[src/logic/e1rbo_pkg.sv]
// Shared constants and carrier types for the E1 receive backplane options
`default_nettype none

package e1rbo_pkg;

	// Register port geometry
	localparam int          ADDR_W        = 10;  // Address pins
	localparam int          DATA_W        = 8;   // Data pins
	localparam int          FRAMER_BIT_LO = 7;   // Framer select field low
	localparam int          FRAMER_BIT_HI = 8;   // Framer select field high
	localparam int          TEST_BIT      = 9;   // High selects test space
	localparam int          OFFS_W        = 7;   // Offset within framer

	// Register offsets within one framer
	localparam logic [6:0]  RX_OPTS_OFFS  = 7'h00; // Receive options
	localparam logic [6:0]  BP_OPTS_OFFS  = 7'h01; // Receive backplane options
	localparam logic [6:0]  DL_OPTS_OFFS  = 7'h02; // Datalink options

	// Reset values
	localparam logic [7:0]  RX_OPTS_RST   = 8'h00;
	localparam logic [7:0]  BP_OPTS_RST   = 8'h00;
	localparam logic [7:0]  DL_OPTS_RST   = 8'h00;

	// Writable masks: unused bits never store a value
	localparam logic [7:0]  RX_OPTS_MASK  = 8'hF7; // Bit 3 unused
	localparam logic [7:0]  BP_OPTS_MASK  = 8'hBF; // Bit 6 unused
	localparam logic [7:0]  DL_OPTS_MASK  = 8'hFF; // All bits used

	// Receive options fields
	localparam int          RXO_FRAME_TRUNK_COND_EN     = 0;   // frame_trunk_cond_en
	localparam int          RXO_TX_SLIP_MEASURE    = 4;   // tx_slip_measure
	localparam int          RXO_BYPASS    = 5;   // elastic_bypass

	// Receive backplane options fields
	localparam int          BPO_ALLONES   = 0;   // sig_mf_loss_allones
	localparam int          BPO_CRC_MF    = 1;   // bp_crc_mf_pulse_sel
	localparam int          BPO_SIG_MF    = 2;   // bp_sig_mf_pulse_sel
	localparam int          BPO_DUAL      = 3;   // bp_dual_rail_sel
	localparam int          BPO_OVERHEAD  = 4;   // overhead_pulse_sel
	localparam int          BPO_DMA_GATE  = 5;   // rx_dma_gate
	localparam int          BPO_CLK_SEL   = 7;   // rx_clk_out_sel

	// Datalink options fields (layout only)
	localparam int          DLO_TX_UDR_IE = 0;   // tx_hdlc_underrun_int_en
	localparam int          DLO_TX_IE     = 1;   // tx_hdlc_int_en
	localparam int          DLO_RX_EOM_IE = 2;   // rx_hdlc_eom_int_en
	localparam int          DLO_RX_IE     = 3;   // rx_hdlc_int_en
	localparam int          DLO_TX_FRAC   = 4;   // tx_fractional_sel
	localparam int          DLO_TX_DMA    = 5;   // tx_dma_sig_sel
	localparam int          DLO_RX_FRAC   = 6;   // rx_fractional_sel
	localparam int          DLO_RX_DMA    = 7;   // rx_dma_sig_sel

	// Frame geometry
	localparam int          BIT_CNT_W     = 8;   // 256 bits per frame
	localparam int          FRM_CNT_W     = 4;   // 16 frames per multiframe
	localparam logic [7:0]  FRAME_BIT1    = 8'h00; // Position of bit 1
	localparam logic [3:0]  MF_FRAME1     = 4'h0;  // Position of frame 1
	localparam logic [4:0]  TS_OVH_A      = 5'h00; // Timeslot 0
	localparam logic [4:0]  TS_OVH_B      = 5'h10; // Timeslot 16
	localparam logic [2:0]  IDLE_MSB_POS  = 3'h7;  // Bit 1 sends code MSB

	// Elastic buffer
	localparam int          FIFO_DEPTH    = 4;

	// Frame pulse modes
	typedef enum logic [1:0] {
		E1RBO_FP_FRAME     = 2'b00,
		E1RBO_FP_CRC       = 2'b01,
		E1RBO_FP_COMPOSITE = 2'b11,
		E1RBO_FP_SIG       = 2'b10
	} e1rbo_fp_mode_t;

	// One received bit with its alignment marks
	typedef struct packed {
		logic pcm;        // Single rail data
		logic sig;        // Signaling data
		logic pos;        // Positive line pulse
		logic neg;        // Negative line pulse
		logic frm_start;  // Bit 1 of a frame
		logic crc_mf;     // Frame 1 of CRC multiframe
		logic sig_mf;     // Frame 1 of signaling multiframe
		logic out_of_basic_frame;        // Out of basic frame
		logic out_of_sig_multiframe;      // Out of signaling multiframe
	} e1rbo_bit_t;

	localparam int          BIT_W         = $bits(e1rbo_bit_t);

endpackage

`default_nettype wire

[src/logic/e1rbo_fifo.sv]
// Small parameterised FIFO standing in for the elastic store
`default_nettype none

module e1rbo_fifo
#(
	parameter int WIDTH = 9,
	parameter int DEPTH = 4
)
(
	// Clock and reset
	input  wire logic             clk_in,
	input  wire logic             reset_in,
	// Filling side
	input  wire logic             in_valid_in,
	output var  logic             in_ready_out,
	input  wire logic [WIDTH-1:0] in_data_in,
	// Draining side
	output var  logic             out_valid_out,
	input  wire logic             out_ready_in,
	output var  logic [WIDTH-1:0] out_data_out
);

	localparam int PTR_W = $clog2(DEPTH);

	logic [WIDTH-1:0] mem_r [DEPTH];    // Storage words
	logic [PTR_W-1:0] wr_ptr_r;         // Next write slot
	logic [PTR_W-1:0] rd_ptr_r;         // Oldest word
	logic [PTR_W:0]   count_r;          // Words held
	wire              push;
	wire              pop;

	// Honest full and empty from the word count
	assign in_ready_out  = (count_r != (PTR_W+1)'(DEPTH));
	assign out_valid_out = (count_r != '0);
	assign out_data_out  = mem_r[rd_ptr_r];
	assign push          = in_valid_in & in_ready_out;
	assign pop           = out_valid_out & out_ready_in;

	// Storage is written only on an accepted push
	always_ff @(posedge clk_in)
	begin
		if (push)
			mem_r[wr_ptr_r] <= in_data_in;
	end

	// Pointers wrap naturally since depth is a power of two
	always_ff @(posedge clk_in)
	begin
		if (reset_in)
		begin
			wr_ptr_r <= '0;
			rd_ptr_r <= '0;
			count_r  <= '0;
		end
		else
		begin
			if (push)
				wr_ptr_r <= wr_ptr_r + 1'b1;
			if (pop)
				rd_ptr_r <= rd_ptr_r + 1'b1;
			if (push & ~pop)
				count_r <= count_r + 1'b1;
			else if (pop & ~push)
				count_r <= count_r - 1'b1;
		end
	end

endmodule

`default_nettype wire

[src/logic/e1rbo_top.sv]
// One framer's receive backplane option registers and output formatting
`default_nettype none

// What this block does
// - Out of frame, all timeslots carry idle code
// - Whole-frame conditioning needs dual-rail and bypass clear
// - Per-timeslot conditioning honoured in single rail only; dual rail sends line pulses
// - Select zero: recovered clock out, store on backplane unless bypass or dual rail
// - Select one: both clocks from smoothed clock
// - Gating holds data request low during end-of-message
// - Dual rail outputs line pulses, else PCM/signaling
// - Signaling multiframe loss forces signaling to ones
// - Frame mode pulses at bit 1 each frame
// - CRC mode pulses every 16th frame
// - Signaling mode pulses every 16th frame
// - Composite rises at signaling, falls after CRC
// - Coincident alignments give one-bit composite pulse
// - Overhead mode high in timeslots 0 and 16
// - Pulse timed by backplane or receive output clock
// - Backplane options bit layout, bit 6 unused
// - Datalink options eight bits, reset zero
// - Reset clears all option bits
// - Unused bits ignore writes
// - Each framer owns its own copy
// - With select zero, bypass reads the store on the recovered clock; data still passes through it
module e1rbo_top
	import e1rbo_pkg::*;
#(
	parameter logic [1:0] FRAMER_INDEX = 2'h0  // Which of the four framers
)
(
	// Clock and reset
	input  wire logic              clk_in,
	input  wire logic              reset_in,
	// Microprocessor port
	input  wire logic              cpu_cs_n_in,
	input  wire logic              cpu_rd_n_in,
	input  wire logic              cpu_wr_n_in,
	input  wire logic [ADDR_W-1:0] cpu_addr_in,
	input  wire logic [DATA_W-1:0] cpu_data_in,
	output logic      [DATA_W-1:0] cpu_data_out,
	output logic                   cpu_data_oe_out,
	// Line side, from the framer core and clock sources
	input  wire logic              rec_clk_in,
	input  wire logic              smooth_clk_in,
	input  wire logic              bp_rx_clk_in,
	input  wire logic              line_pcm_in,
	input  wire logic              line_sig_in,
	input  wire logic              line_pos_in,
	input  wire logic              line_neg_in,
	input  wire logic              line_frame_start_in,
	input  wire logic              line_crc_mf_in,
	input  wire logic              line_sig_mf_in,
	input  wire logic              out_of_basic_frame_in,
	input  wire logic              out_of_sig_multiframe_in,
	// Trunk conditioning settings from neighbouring blocks
	input  wire logic [7:0]        idle_code_in,
	input  wire logic [31:0]       ts_trunk_sel_in,
	// HDLC receiver events
	input  wire logic              rx_hdlc_int_in,
	input  wire logic              rx_hdlc_eom_in,
	// Backplane outputs
	output logic                   rx_clk_out,
	output logic                   bp_rx_pcm_out,
	output logic                   bp_rx_sig_out,
	output logic                   bp_frame_pulse_out,
	output logic                   rx_hdlc_data_req_out,
	output logic                   rx_hdlc_end_msg_out,
	// Datalink option bits for the datalink blocks
	output logic      [7:0]        dl_opts_out
);

	// Index of each line input inside the synchroniser vector
	localparam int LS_REC = 11;
	localparam int LS_SMO = 10;
	localparam int LS_BPC = 9;
	localparam int LS_W   = 12;
	// Register storage
	logic [7:0]        rx_opts_r;      // Receive options
	logic [7:0]        bp_opts_r;      // Receive backplane options
	// Microprocessor pin synchronisers
	logic [2:0]        cpu_ctl_s1_r;   // First stage, read only by stage two
	logic [2:0]        cpu_ctl_s2_r;   // {cs_n, rd_n, wr_n}
	logic [2:0]        cpu_ctl_d_r;    // Previous stage-two value
	logic [ADDR_W-1:0] cpu_addr_s1_r;
	logic [ADDR_W-1:0] cpu_addr_s2_r;
	logic [DATA_W-1:0] cpu_data_s1_r;
	logic [DATA_W-1:0] cpu_data_s2_r;
	// Line pin synchronisers
	logic [LS_W-1:0]   line_s1_r;      // First stage
	logic [LS_W-1:0]   line_s2_r;      // Second stage
	logic [2:0]        clk_d_r;        // Clock levels one cycle back
	logic              out_clk_d_r;    // Store output clock one cycle back
	// Backplane side tracking
	logic [7:0]        bit_cnt_r;      // Bit within frame
	logic [3:0]        crc_frm_r;      // Frame within CRC multiframe
	logic [3:0]        sig_frm_r;      // Frame within signaling multiframe
	logic              crc_end_r;      // Last bit sent was CRC frame 1 bit 1
	// Decoded option bits
	wire               frame_trunk_cond_en     = rx_opts_r[RXO_FRAME_TRUNK_COND_EN];
	wire               bypass    = rx_opts_r[RXO_BYPASS];
	wire               clk_sel   = bp_opts_r[BPO_CLK_SEL];
	wire               dma_gate  = bp_opts_r[BPO_DMA_GATE];
	wire               ovh_sel   = bp_opts_r[BPO_OVERHEAD];
	wire               dual_sel  = bp_opts_r[BPO_DUAL];
	wire               allones   = bp_opts_r[BPO_ALLONES];
	wire e1rbo_fp_mode_t fp_mode = e1rbo_fp_mode_t'(
		{bp_opts_r[BPO_SIG_MF], bp_opts_r[BPO_CRC_MF]});
	// Register port decode; the framer field keeps copies apart
	wire               cs_now    = ~cpu_ctl_s2_r[2];
	wire               rd_now    = ~cpu_ctl_s2_r[1];
	wire               wr_end    = ~cpu_ctl_d_r[0] & cpu_ctl_s2_r[0]
	                               & ~cpu_ctl_d_r[2];
	wire               frm_hit   = ~cpu_addr_s2_r[TEST_BIT] &
		(cpu_addr_s2_r[FRAMER_BIT_HI:FRAMER_BIT_LO] == FRAMER_INDEX);
	wire [6:0]         offs      = cpu_addr_s2_r[OFFS_W-1:0];
	wire               hit_rx    = frm_hit & (offs == RX_OPTS_OFFS);
	wire               hit_bp    = frm_hit & (offs == BP_OPTS_OFFS);
	wire               hit_dl    = frm_hit & (offs == DL_OPTS_OFFS);
	wire               any_hit   = hit_rx | hit_bp | hit_dl;
	wire [7:0]         rd_sel    = hit_rx ? (rx_opts_r & RX_OPTS_MASK) :
	                               hit_bp ? (bp_opts_r & BP_OPTS_MASK) :
	                               hit_dl ? dl_opts_out : 8'h00;
	// Clock sources and edge events after synchronising
	wire               rec_lvl   = line_s2_r[LS_REC];
	wire               smo_lvl   = line_s2_r[LS_SMO];
	wire               bpc_lvl   = line_s2_r[LS_BPC];
	wire               rec_rise  = rec_lvl & ~clk_d_r[2];
	// Store output clock: smoothed if selected, else recovered if bypassed or dual rail, else backplane
	// Dual rail follows the receive clock output, not the backplane
	wire               out_clk_lvl = clk_sel ? smo_lvl :
	                                 bypass | dual_sel ? rec_lvl :
	                                           bpc_lvl;
	wire               out_fall  = out_clk_d_r & ~out_clk_lvl;

	// Captured bit on the line side
	e1rbo_bit_t        line_bit;
	assign line_bit = '{
		pcm:       line_s2_r[8],
		sig:       line_s2_r[7],
		pos:       line_s2_r[6],
		neg:       line_s2_r[5],
		frm_start: line_s2_r[4],
		crc_mf:    line_s2_r[3],
		sig_mf:    line_s2_r[2],
		out_of_basic_frame:       line_s2_r[1],
		out_of_sig_multiframe:     line_s2_r[0]
	};

	// Elastic buffer between recovered and output timing
	wire               fifo_out_valid;
	e1rbo_bit_t        fifo_word;
	wire               pop = out_fall & fifo_out_valid;

	e1rbo_fifo #(
		.WIDTH (BIT_W),
		.DEPTH (FIFO_DEPTH)
	) u_fifo (
		.clk_in        (clk_in),
		.reset_in      (reset_in),
		.in_valid_in   (rec_rise),
		.in_ready_out  (),  // A full store drops the bit: a slip
		.in_data_in    (line_bit),
		.out_valid_out (fifo_out_valid),
		.out_ready_in  (out_fall),
		.out_data_out  (fifo_word)
	);

	// Position of the bit now leaving the store
	wire [7:0]         bit_nxt   = fifo_word.frm_start ? FRAME_BIT1 :
	                               bit_cnt_r + 8'h01;
	wire               frm_new   = (bit_nxt == FRAME_BIT1);
	wire [3:0]         crc_nxt   = ~frm_new ? crc_frm_r :
	                               fifo_word.crc_mf ? MF_FRAME1 :
	                               crc_frm_r + 4'h1;
	wire [3:0]         sig_nxt   = ~frm_new ? sig_frm_r :
	                               fifo_word.sig_mf ? MF_FRAME1 :
	                               sig_frm_r + 4'h1;
	wire [4:0]         ts_nxt    = bit_nxt[7:3];
	wire               crc_start = frm_new & (crc_nxt == MF_FRAME1);
	wire               sig_start = frm_new & (sig_nxt == MF_FRAME1);

	// Trunk conditioning: whole frame only in single rail with bypass clear
	wire               whole_trk = frame_trunk_cond_en & ~dual_sel & ~bypass;
	wire               trk_now   = (whole_trk & fifo_word.out_of_basic_frame) |
	                               ts_trunk_sel_in[ts_nxt];
	wire               idle_bit  = idle_code_in[IDLE_MSB_POS - bit_nxt[2:0]];
	wire               pcm_nxt   = dual_sel ? fifo_word.pos :
	                               trk_now  ? idle_bit :
	                                          fifo_word.pcm;
	wire               sig_bit   = dual_sel ? fifo_word.neg :
	                               (allones & fifo_word.out_of_sig_multiframe) ? 1'b1 :
	                                          fifo_word.sig;

	// Frame pulse for the bit now leaving
	logic              fp_nxt;
	always_comb
	begin
		fp_nxt = 1'b0;
		if (ovh_sel)
			fp_nxt = (ts_nxt == TS_OVH_A) | (ts_nxt == TS_OVH_B);
		else
		begin
			case (fp_mode)
				E1RBO_FP_FRAME:     fp_nxt = frm_new;
				E1RBO_FP_CRC:       fp_nxt = crc_start;
				E1RBO_FP_SIG:       fp_nxt = sig_start;
				// Set wins so coincident marks give one bit high
				E1RBO_FP_COMPOSITE: fp_nxt = sig_start ? 1'b1 :
				                    crc_end_r ? 1'b0 :
				                    bp_frame_pulse_out;
				default:            fp_nxt = 1'b0;
			endcase
		end
	end

	// Pin synchronisers; stage one feeds nothing but stage two
	always_ff @(posedge clk_in)
	begin
		cpu_ctl_s1_r  <= {cpu_cs_n_in, cpu_rd_n_in, cpu_wr_n_in};
		cpu_ctl_s2_r  <= cpu_ctl_s1_r;
		cpu_addr_s1_r <= cpu_addr_in;
		cpu_addr_s2_r <= cpu_addr_s1_r;
		cpu_data_s1_r <= cpu_data_in;
		cpu_data_s2_r <= cpu_data_s1_r;
		line_s1_r     <= {rec_clk_in, smooth_clk_in, bp_rx_clk_in,
		                  line_pcm_in, line_sig_in, line_pos_in,
		                  line_neg_in, line_frame_start_in, line_crc_mf_in,
		                  line_sig_mf_in, out_of_basic_frame_in,
		                  out_of_sig_multiframe_in};
		line_s2_r     <= line_s1_r;
	end

	// Edge history; strobes idle high so reset parks them there
	always_ff @(posedge clk_in)
	begin
		if (reset_in)
		begin
			cpu_ctl_d_r <= 3'h7;
			clk_d_r     <= 3'h0;
			out_clk_d_r <= 1'b0;
		end
		else
		begin
			cpu_ctl_d_r <= cpu_ctl_s2_r;
			clk_d_r     <= line_s2_r[LS_REC:LS_BPC];
			out_clk_d_r <= out_clk_lvl;
		end
	end

	// Option registers, written at the trailing edge of the write strobe
	always_ff @(posedge clk_in)
	begin
		if (reset_in)
		begin
			rx_opts_r   <= RX_OPTS_RST;
			bp_opts_r   <= BP_OPTS_RST;
			dl_opts_out <= DL_OPTS_RST;
		end
		else if (wr_end)
		begin
			// Masks keep unused bits at zero whatever is written
			if (hit_rx)
				rx_opts_r   <= cpu_data_s2_r & RX_OPTS_MASK;
			if (hit_bp)
				bp_opts_r   <= cpu_data_s2_r & BP_OPTS_MASK;
			if (hit_dl)
				dl_opts_out <= cpu_data_s2_r & DL_OPTS_MASK;
		end
	end

	// Read data and bus drive while this framer is read
	always_ff @(posedge clk_in)
	begin
		if (reset_in)
		begin
			cpu_data_out    <= 8'h00;
			cpu_data_oe_out <= 1'b0;
		end
		else
		begin
			cpu_data_out    <= rd_sel;
			cpu_data_oe_out <= cs_now & rd_now & any_hit;
		end
	end

	// Receive clock output; slip measurement is left to software
	always_ff @(posedge clk_in)
	begin
		if (reset_in)
			rx_clk_out <= 1'b0;
		else
			rx_clk_out <= clk_sel ? smo_lvl : rec_lvl;
	end

	// HDLC DMA outputs, gated when asked
	always_ff @(posedge clk_in)
	begin
		if (reset_in)
		begin
			rx_hdlc_data_req_out <= 1'b0;
			rx_hdlc_end_msg_out  <= 1'b0;
		end
		else
		begin
			rx_hdlc_data_req_out <= rx_hdlc_int_in &
			                        ~(dma_gate & rx_hdlc_eom_in);
			rx_hdlc_end_msg_out  <= rx_hdlc_eom_in;
		end
	end

	// Backplane data side; an empty store holds the last bit out
	always_ff @(posedge clk_in)
	begin
		if (reset_in)
		begin
			bit_cnt_r          <= FRAME_BIT1;
			crc_frm_r          <= MF_FRAME1;
			sig_frm_r          <= MF_FRAME1;
			crc_end_r          <= 1'b0;
			bp_rx_pcm_out      <= 1'b0;
			bp_rx_sig_out      <= 1'b0;
			bp_frame_pulse_out <= 1'b0;
		end
		else if (pop)
		begin
			bit_cnt_r          <= bit_nxt;
			crc_frm_r          <= crc_nxt;
			sig_frm_r          <= sig_nxt;
			crc_end_r          <= crc_start;
			bp_rx_pcm_out      <= pcm_nxt;
			bp_rx_sig_out      <= sig_bit;
			bp_frame_pulse_out <= fp_nxt;
		end
	end

endmodule

`default_nettype wire

[config.mk]
export PLATFORM = sky130hd
export DESIGN_NAME = e1rbo_top
export DESIGN_NICKNAME = d
export VERILOG_FILES = /design/src/logic/e1rbo_pkg.sv /design/src/logic/e1rbo_fifo.sv /design/src/logic/e1rbo_top.sv
export SDC_FILE = /design/constraint.sdc
export NUM_CORES = 1
export LEC_CHECK = 0
export ABC_AREA = 1
export BUFFER_PORTS_ARGS = -buffer_cell sky130_fd_sc_hd__buf_2
export CAP_MARGIN = 20
export CORE_UTILIZATION = 50
export CTS_CLUSTER_SIZE = 25
export DETAILED_ROUTE_END_ITERATION = 12
export GPL_TIMING_DRIVEN = 0
export HOLD_SLACK_MARGIN = 0.02
export PLACE_DENSITY = 0.72
export SETUP_SLACK_MARGIN = 0.3
export SLEW_MARGIN = 20
export SYNTH_ARGS = -nofsm -noshare
export SYNTH_HDL_FRONTEND = slang
export SYNTH_HIERARCHICAL = 1
export SYNTH_SLANG_ARGS = --single-unit
[constraint.sdc]
create_clock -name clk_in -period 3.2 [get_ports clk_in]
set_input_delay 0.16 -clock clk_in [delete_from_list [all_inputs] [get_ports clk_in]]
set_output_delay 0.16 -clock clk_in [all_outputs]
set_load 0.01 [all_outputs]
==> impl_metrics.env, run 1 <==
export IMPL_core_area_um2=12200
export IMPL_tightest_slew_ps=881
export IMPL_synth_cell_type_count=46
export IMPL_min_to="cpu_addr_s2_r[0]$_DFF_P_"
export IMPL_cp_max_fo=10
export IMPL_insertion_delay_ps=430
export IMPL_routed_wl_um=13700
export IMPL_finalHoldViolCount=0
export IMPL_final_setup_tns_ps=0
export IMPL_dr_total_vias=5010
export IMPL_p_comb_share_pct=10.0
export IMPL_cts_root_buf="clkbuf_16"
export IMPL_clkTransAtPathRegs_ps=70
export IMPL_grt_max_degree=17
export IMPL_dpl_worst_slack_ps=406
export IMPL_fin_cells=1012
export IMPL_p_int_w=0.00363
export IMPL_holdWs_ps=319
export IMPL_dp_cells=944
export IMPL_start_util_pct=52.0
export IMPL_ant_nets=0
export IMPL_reg2reg_slack_ps=530
export IMPL_grt_ovfl_total=0
export IMPL_core_rowCount=40
export IMPL_async_reset_ff_share_pct=0
export IMPL_drive_gt1_share_pct=21.0
export IMPL_critPathMaxStageDelay_ps=300
export IMPL_chipHeight_um=114
export IMPL_port_buffers=99
export IMPL_maxCapViolations=0
export IMPL_numCtsBuffers=17
export IMPL_antenna_cells=0
export IMPL_gp_congestion=0.838
export IMPL_worst_slack_ps=529
export IMPL_wl_per_cell_um=13.5
export IMPL_cts_setup_buffers=0
export IMPL_final_nets=917
export IMPL_sw_frac_of_total_pct=24.5
export IMPL_ys_ff_latch=169
export IMPL_antenna_found_initial=0
export IMPL_yosysWarnings=6
export IMPL_hold_class="flip-flop to flip-flop"
export IMPL_start_kind="flip-flop"
export IMPL_finalCritPeriodShare_pct=83.5
export IMPL_grt_pass1_wl_um=22400
export IMPL_critical_path_arrival_ps=2990
export IMPL_end_kind="flip-flop"
export IMPL_syn_avg_cell_area_um2=9.34
export IMPL_slew_headroom_pct=41.1
export IMPL_rsz0062_at_grt="no"
export IMPL_switchingPower_w=0.00118
export IMPL_area_delta_synth_final_pct=26.0
export IMPL_clkPwrFrac_pct=41.2
export IMPL_track_usage_pct=22.2
export IMPL_drc=0
export IMPL_power_density_nw_per_um2=603
export IMPL_slew_viol_final=0
export IMPL_synth_most_common_cell="dfxtp_1"
export IMPL_status="completed"
export IMPL_crit_type="flip-flop to flip-flop"
export IMPL_whs_path_depth=0
export IMPL_path_delay_family="buffers and inverters"
export IMPL_ctsHtreeMaxLevel=4
export IMPL_netlist_area_um2=6320
export IMPL_worst_ep_required_time_ps=3520
export IMPL_dr_pass1_iters=5
export IMPL_hp_start="cpu_addr_s1_r[0]$_DFF_P_"
export IMPL_grt_pass1_vias=4991
export IMPL_place_hpwl_um=9360
export IMPL_cts_buffer_depth=2
export IMPL_finalCriticalPeriod_ps=2670
export IMPL_drt_iter0_drc=241
export IMPL_fin_worst_skew_ps=7.87
export IMPL_synth_top_cell_by_area="dfxtp_1"
export IMPL_ys_top_cells_by_area="dfxtp_1, edfxtp_1, nand2_1, inv_1, o21ai_0"
export IMPL_synth_edf_count=36
export IMPL_synth_nets=763
export IMPL_setup_viol=0
export IMPL_synth_top_area_share_pct=42.1
export IMPL_ys_flop_type="dfxtp_1"
export IMPL_via_per_inst=4.95
export IMPL_syn_inst=677
export IMPL_crit_path_cell_trace="buf_6, inv_6, buf_6, nor2_1, o22ai_1, inv_2, buf_4, nand3_1, nand3_1, nor3_2, nand3_2, inv_2, nand2_1, buf_4, o21ai_0, a21oi_1"
export IMPL_power_leakage_nw=3.52
export IMPL_die_area_um2=13100
export IMPL_die_w_um=114
export IMPL_reg2reg_to="sig_frm_r[3]$_SDFFE_PP0P_"
export IMPL_timing_fmax_mhz=374
export IMPL_cts_tree="yes"
export IMPL_max_vdd_ir_drop_mv=0.583
export IMPL_worstRegToRegCells=16
export IMPL_synthTopCellsByCount="dfxtp_1, nand2_1, inv_1"
export IMPL_total_power_w=0.00480
export IMPL_pin_count=100
export IMPL_yosysSeqAreaShare_pct=59.2
export IMPL_power_frac_seq_pct=48.7
export IMPL_crit_path_top_delay_cell="dfxtp_1"
export IMPL_cts_sinks=169
export IMPL_path_buf_inv=7
## worst max-delay path by stage
| stage | from | depth (start not counted) | slack [ps] | to |
|---|---|---|---|---|
| 2_1_floorplan | flip-flop | 17 | 960 | bp_frame_pulse_out$_SDFFE_PP0P_ |
| 3_3_place_gp | flip-flop | 14 | 480 | sig_frm_r[3]$_SDFFE_PP0P_ |
| 3_5_place_dp | flip-flop | 14 | 410 | crc_frm_r[3]$_SDFFE_PP0P_ |
| 4_1_cts | flip-flop | 14 | 380 | crc_frm_r[3]$_SDFFE_PP0P_ |
| 5_1_grt | flip-flop | 18 | 320 | bp_frame_pulse_out$_SDFFE_PP0P_ |
| 6_report | flip-flop | 16 | 530 | sig_frm_r[3]$_SDFFE_PP0P_ |
## through the flow
stage                     utilization, %  area, µm²
after detailed placement            57.8       7030
final                               65.5       7970
after CTS                           65.5       7970
after floorplan                        -       6320
after global placement              57.8       7030
after global routing                65.5       7970
## sequential cells by signal, indices dropped and copies added (netlist names), 10 cells and up, named ones only
signal         flops
cpu_addr_s2_r     10
cpu_addr_s1_r     10
u_fifo/mem_r      36
line_s1_r         12
line_s2_r         12
## worst register-to-register path: cells and delay by family (launching register included)
kind | cells | cell delay [ps]
buf+inv | 7 | 1030
simple gates | 6 | 760
compound gates | 3 | 480
flops | 1 | 300
## cells by family (layout without fill, tap and decap cells)
logic type,after synthesis,count (layout),synth area share (%)
buffers and inverters,115,282,7.72
DFF,169,169,59.2
AOI/OAI and AO/OA,140,140,12.6
adders and majority gates,9,9,1.90
and+or+nand+nor,241,241,18.1
muxes,1,1,0.178
xor gates and xnor gates,2,2,0.277
## layout by cell type (no fill, tap or decap), types with 4 or more instances in the layout
master,n
clkbuf_1,9
clkinv_2,5
nand2_2,4
o211ai_1,6
nand2_4,5
o21ai_1,5
dfxtp_1,133
nand3_1,42
dlygate4sd3_1,36
inv_2,8
o22ai_1,11
buf_6,5
clkbuf_16,18
buf_2,99
nor2_1,50
o21ai_0,51
nor3_1,4
nand3_2,5
o221ai_1,7
inv_1,86
edfxtp_1,36
nand4_1,10
ha_1,8
inv_6,4
nand2_1,107
a21oi_1,49
## final cells by class
class,count,area (µm²)
plain buffers,17,113
clock buffers,19,464
clock inverters,13,115
fillers,961,4190
inverters,98,375
multi-input cells,393,2090
flip-flops and latches,169,3740
well taps,168,210
repair buffers,135,856
## timing repair
action                                  CTS  global route
hold buffers                             36             0
hold endpoints to repair                 37             0
endpoints found under the setup margin    0             8
resized for setup                         0             3
## routing by layer
| metal | GRT usage [%] | vias up | part of all wire (%) |
|---|---|---|---|
| li1 | - | 2553 | - |
| met1 | 25.3 | 2289 | 42 |
| met2 | 40.2 | 149 | 51 |
| met3 | 5.61 | 19 | 5.5 |
| met4 | 7.88 | 0 | 1.5 |
| met5 | 0 | - | 0 |
## power groups by stage
stage                     Clock (W)  Sequential, W  Combinational (W)
after floorplan                   0        0.00238           0.000311
after global routing        0.00210        0.00235           0.000544
after CTS                   0.00200        0.00234           0.000481
after detailed placement          0        0.00239           0.000444
after global placement            0        0.00238           0.000427
final                       0.00198        0.00234           0.000482
(Power assumes the default switching activity.)
==> run 2: changes to the inputs <==
- clock period: 3.2 -> 2.6 ns (I/O delays scaled with it)
==> run 2 against run 1 <==
Non-clock buffer count grew 14. Sequential power rose by 23%. Total power is 25% higher. Critical path depth increased by 4. Count of clock-buffer cells in the layout stayed put. Final area is 2.8% higher. Flip-flop and latch count stayed put. Core utilization rose by 1.8 points. Worst setup slack lost 230 ps. Hold slack gained 0.92 ps. Clock power grew 23%. Die area unchanged. Largest cell class unchanged.
==> impl_metrics.env, run 2 (synthesis results as in run 1) <==
export IMPL_clkPwrFrac_pct=40.9
export IMPL_p_comb_share_pct=11.0
export IMPL_drive_gt1_share_pct=24.5
export IMPL_wl_per_cell_um=13.7
export IMPL_cts_tree="yes"
export IMPL_fin_worst_skew_ps=8.52
export IMPL_layout_commonest_cell="dfxtp_1"
export IMPL_final_cell_mix="dfxtp_1, nand2_1, buf_2"
export IMPL_cp_max_fo=5
export IMPL_status="completed"
export IMPL_clkTransAtPathRegs_ps=70
export IMPL_gp_congestion=0.838
export IMPL_numCtsBuffers=17
export IMPL_top_register="u_fifo/mem_r"
export IMPL_finalCritPeriodShare_pct=88.6
export IMPL_grt_ovfl_total=0
export IMPL_largest_register_ffs=36
export IMPL_antenna_cells=0
export IMPL_maxCapViolations=0
export IMPL_grt_max_degree=17
export IMPL_hp_start="cpu_addr_s1_r[0]$_DFF_P_"
export IMPL_total_power_w=0.00598
export IMPL_ant_nets=0
export IMPL_end_kind="flip-flop"
export IMPL_slew_headroom_pct=42.1
export IMPL_power_frac_seq_pct=48.2
export IMPL_core_area_um2=12200
export IMPL_routed_wl_um=14100
export IMPL_power_density_nw_per_um2=730
export IMPL_slew_viol_final=0
export IMPL_via_per_inst=4.99
export IMPL_ctsHtreeMaxLevel=4
export IMPL_switchingPower_w=0.00148
export IMPL_timing_fmax_mhz=434
export IMPL_antenna_found_initial=0
export IMPL_pin_count=100
export IMPL_power_leakage_nw=3.63
export IMPL_holdWs_ps=320
export IMPL_track_usage_pct=22.6
export IMPL_finalHoldViolCount=0
export IMPL_grt_pass1_vias=5090
export IMPL_area_delta_synth_final_pct=29.5
export IMPL_start_kind="flip-flop"
export IMPL_largestRegisters="u_fifo/mem_r x36, line_s1_r x12, line_s2_r x12"
export IMPL_cts_buffer_depth=2
export IMPL_final_setup_tns_ps=0
export IMPL_die_w_um=114
export IMPL_dr_pass1_iters=6
export IMPL_sw_frac_of_total_pct=24.7
export IMPL_crit_type="flip-flop to flip-flop"
export IMPL_cts_root_buf="clkbuf_16"
export IMPL_start_util_pct=52.0
export IMPL_tightest_slew_ps=865
export IMPL_dpl_worst_slack_ps=-194
export IMPL_grt_pass1_wl_um=22800
export IMPL_setup_viol=0
export IMPL_cts_sinks=169
export IMPL_port_buffers=99
export IMPL_chipHeight_um=114
export IMPL_dr_total_vias=5119
export IMPL_finalCriticalPeriod_ps=2300
export IMPL_insertion_delay_ps=430
export IMPL_reg2reg_slack_ps=300
export IMPL_hold_class="flip-flop to flip-flop"
export IMPL_place_hpwl_um=9360
export IMPL_worst_ep_required_time_ps=2880
export IMPL_drt_iter0_drc=250
export IMPL_critical_path_arrival_ps=2590
export IMPL_worst_slack_ps=295
export IMPL_final_nets=931
export IMPL_core_rowCount=40
export IMPL_p_int_w=0.00450
export IMPL_drc=0
export IMPL_die_area_um2=13100
export IMPL_max_vdd_ir_drop_mv=0.722
export IMPL_rsz0062_at_grt="yes"
run 2: metal layers:
layer  vias up  global-route usage, %  part of all wire [%]
met1      2376                   25.8                    42
met3        25                   5.88                   4.4
met4         0                   9.78                   2.1
li1       2580                      -                     -
met5         -                      0                     0
met2       138                   40.1                    51
run 2: what timing repair did:
| action | 4_1_cts | 5_1_grt |
|---|---|---|
| hold endpoints to repair | 40 | 0 |
| hold buffers | 36 | 0 |
| setup buffers | 10 | 2 |
| gates resized for setup | 24 | 18 |
| gates cloned | 1 | 1 |
| endpoints found under the setup margin | 11 | 12 |
| pin swaps | 6 | 3 |
run 2: worst paths after layout:
path,to,cells past startpoint
setup / recovery,bp_frame_pulse_out$_SDFFE_PP0P_,20
hold / removal,cpu_addr_s2_r[0]$_DFF_P_,0
setup reg to reg,bp_frame_pulse_out$_SDFFE_PP0P_,20
hold reg to reg,cpu_addr_s2_r[0]$_DFF_P_,0
run 2: final cells by class:
| type | instances | area [µm²] |
|---|---|---|
| Fill cell | 928 | 3970 |
| Sequential cell | 169 | 3750 |
| Multi-Input combinational cell | 393 | 2180 |
| Timing Repair Buffer | 149 | 967 |
| Clock buffer | 19 | 464 |
| Inverter | 98 | 378 |
| Tap cell | 168 | 210 |
| Buffer | 17 | 125 |
| Clock inverter | 13 | 115 |
run 2: metrics by stage:
stage | util (%) | area, µm² | cells
finish | 67.3 | 8190 | 1026
global route | 67.3 | 8190 | 1026
CTS | 66.6 | 8110 | 1023
detailed placement | 57.8 | 7030 | 944
global placement | 57.8 | 7030 | 944
floorplan | - | 6320 | 677
run 2: critical path, stage by stage, from the launching register on:
cell	delay, ps
dfxtp_2	320
buf_6	130
inv_8	60
buf_8	100
nor2_4	30
o22ai_2	160
inv_2	80
buf_6	140
nand2_4	70
nor2_4	40
buf_6	120
nor3_4	180
nand3_2	140
inv_2	120
nand2_1	70
nand2_1	100
o21ai_2	60
nand3_1	70
nand2_1	50
nand2_1	70
a21oi_2	50
run 2: power by group through the flow:
| stage | clock network, W | registers, W | logic [W] |
|---|---|---|---|
| 2_1_floorplan | 0 | 0.00292 | 0.000383 |
| 3_3_place_gp | 0 | 0.00293 | 0.000525 |
| 3_5_place_dp | 0 | 0.00294 | 0.000547 |
| 4_1_cts | 0.00246 | 0.00288 | 0.000630 |
| 5_1_grt | 0.00258 | 0.00290 | 0.000734 |
| 6_report | 0.00244 | 0.00288 | 0.000656 |
==> run 3: changes to the inputs <==
- PLACE_DENSITY: 0.72 -> 0.75
- REMOVE_ABC_BUFFERS: unset -> 1
- clock period: 2.6 -> 1.9 ns (I/O delays scaled with it)
==> run 3 against run 2 <==
The flow now finishes with violations (negative setup slack). Clock skew up 1.6 ps. Critical path type unchanged. Sequential power is 37% higher. Register-to-register slack worse by 630 ps. First-iteration DRC count increased by 120%. Hold slack worse by 140 ps. Die area did not move.
==> impl_metrics.env, run 3 (synthesis results as in run 1) <==
export IMPL_slew_headroom_pct=26.4
export IMPL_finalHoldViolCount=0
export IMPL_holdWs_ps=178
export IMPL_tightest_slew_ps=1100
export IMPL_setup_viol=16
export IMPL_layout_commonest_cell="dfxtp_1"
export IMPL_finalCriticalPeriod_ps=2230
export IMPL_violations="negative setup slack"
export IMPL_critical_path_arrival_ps=2590
export IMPL_antenna_cells=0
export IMPL_max_vdd_ir_drop_mv=0.661
export IMPL_crit_path_cell_trace="inv_8, nor2_2, o22ai_2, clkinv_4, nand2_4, nor2_4, buf_6, nor3_4, nand3_4, or2_4, nand3_2, nand3_2, nand2_2, nand2_2, a21oi_2"
export IMPL_rsz0062_at_grt="yes"
export IMPL_slew_viol_final=0
export IMPL_numCtsBuffers=17
export IMPL_final_nets=954
export IMPL_port_buffers=99
export IMPL_core_area_um2=12200
export IMPL_final_cell_mix="dfxtp_1, buf_2, nand2_1"
export IMPL_timing_fmax_mhz=448
export IMPL_multi_input_area_um2=2480
export IMPL_final_setup_tns_ps=-2220
export IMPL_worst_slack_ps=-334
export IMPL_worst_ep_required_time_ps=2250
export IMPL_fin_worst_skew_ps=10.1
export IMPL_grt_pass1_vias=5378
export IMPL_cts_buffer_depth=2
export IMPL_grt_pass1_wl_um=23700
export IMPL_num_fill_cells=797
export IMPL_ant_nets=0
export IMPL_place_hpwl_um=8720
export IMPL_largest_register_ffs=36
export IMPL_ctsHtreeMaxLevel=4
export IMPL_finalCritPeriodShare_pct=118
export IMPL_placed_cell_area_um2=6920
export IMPL_routed_wl_um=16300
export IMPL_path_buf_inv=3
export IMPL_ff_latch_area_um2=3760
export IMPL_wl_per_cell_um=15.5
export IMPL_critPathMaxStageDelay_ps=390
export IMPL_via_per_inst=5.24
export IMPL_cts_sinks=169
export IMPL_die_w_um=114
export IMPL_insertion_delay_ps=430
export IMPL_antenna_found_initial=0
export IMPL_power_leakage_nw=3.85
export IMPL_grt_ovfl_total=0
export IMPL_cts_tree="yes"
export IMPL_path_delay_family="simple AND/OR/NAND/NOR gates"
export IMPL_area_delta_synth_final_pct=38.8
export IMPL_track_usage_pct=23.7
export IMPL_dp_cells=927
export IMPL_top_register="u_fifo/mem_r"
export IMPL_dr_pass1_iters=6
export IMPL_gp_congestion=0.808
export IMPL_dr_total_vias=5496
export IMPL_start_kind="flip-flop"
export IMPL_largestRegisters="u_fifo/mem_r x36, line_s1_r x12, line_s2_r x12"
export IMPL_core_rowCount=40
export IMPL_chipHeight_um=114
export IMPL_crit_path_top_delay_cell="dfxtp_4"
export IMPL_power_density_nw_per_um2=954
export IMPL_status="finished, violations left"
export IMPL_die_area_um2=13100
export IMPL_crit_type="flip-flop to flip-flop"
export IMPL_drt_iter0_drc=561
export IMPL_cts_root_buf="clkbuf_16"
export IMPL_clkTransAtPathRegs_ps=60
export IMPL_drive_gt1_share_pct=34.1
export IMPL_cp_max_fo=8
export IMPL_maxCapViolations=0
export IMPL_grt_max_degree=38
export IMPL_drc=0
export IMPL_pin_count=100
export IMPL_end_kind="flip-flop"
export IMPL_hold_class="input pin to flip-flop"
export IMPL_start_util_pct=52.0
export IMPL_design_area_um2=8780
export IMPL_fin_cells=1049
run 3: changes by cell type in the layout (fill, tap and decap cells not counted), moves of 7 or more:
cell     before  now
a21oi_1      49   42
buf_4        11   33
buf_6         7   18
nand2_1     102   85
nand2_2       8   20
o21ai_0      48   39
o21ai_2       1   13
run 3: worst register-to-register path: cells and delay by family, from the launching register on:
family / cells / cell delay (ps)
and+or+nand+nor: 10 / 1080
DFF: 1 / 390
buffers and inverters: 3 / 370
AOI/OAI and AO/OA: 2 / 330
run 3: repair_timing:
action / CTS / global route
gates resized for setup: 77 / 76
hold buffers: 35 / 0
endpoints found under the setup margin: 83 / 56
pin swaps: 16 / 37
gates cloned: 1 / 1
buffers inserted: 36 / 17
hold endpoints to repair: 35 / 0
run 3: worst paths after layout:
kind,start,end,slack (ps),cells after the start
min,reset_in,u_fifo/count_r[0]$_SDFFE_PP0P_,180,2
max,flip-flop,bp_frame_pulse_out$_SDFFE_PP0P_,-330,15
min reg2reg,line_s1_r[0]$_DFF_P_,line_s2_r[0]$_DFF_P_,320,0
max reg2reg,flip-flop,bp_frame_pulse_out$_SDFFE_PP0P_,-330,15
run 3: area by class of cell:
| cell class | count | share of cell area (%) |
|---|---|---|
| Clock inverter | 12 | 1.27 |
| Timing Repair Buffer | 188 | 15.5 |
| Clock buffer | 20 | 5.09 |
| Inverter | 98 | 4.66 |
| Tap cell | 168 | 2.40 |
| Multi-Input combinational cell | 394 | 28.2 |
| Sequential cell | 169 | 42.9 |
run 3: report_power, final:
| group | switching (W) | total (W) | internal, W | leakage (nW) |
|---|---|---|---|---|
| logic | 0.000649 | 0.00117 | 0.000525 | 2.14 |
| registers | 0.000114 | 0.00396 | 0.00384 | 1.43 |
| clock network | 0.00139 | 0.00324 | 0.00185 | 0.272 |
run 3: metrics by stage:
stage / total power [W] / util (%) / setup WS, ps
floorplan: 0.00449 / - / -509
global placement: 0.00469 / 56.9 / -1070
detailed placement: 0.00474 / 56.9 / -1160
CTS: 0.00815 / 68.8 / -227
global route: 0.00868 / 72.2 / -447
finish: 0.00837 / 72.2 / -334
run 3: routing by layer:
layer,vias up,wire (µm),track usage [%]
met4,0,813,17.7
met3,85,948,5.45
met1,2534,5940,23.3
met5,-,0,0
li1,2629,-,-
met2,248,8570,43.5
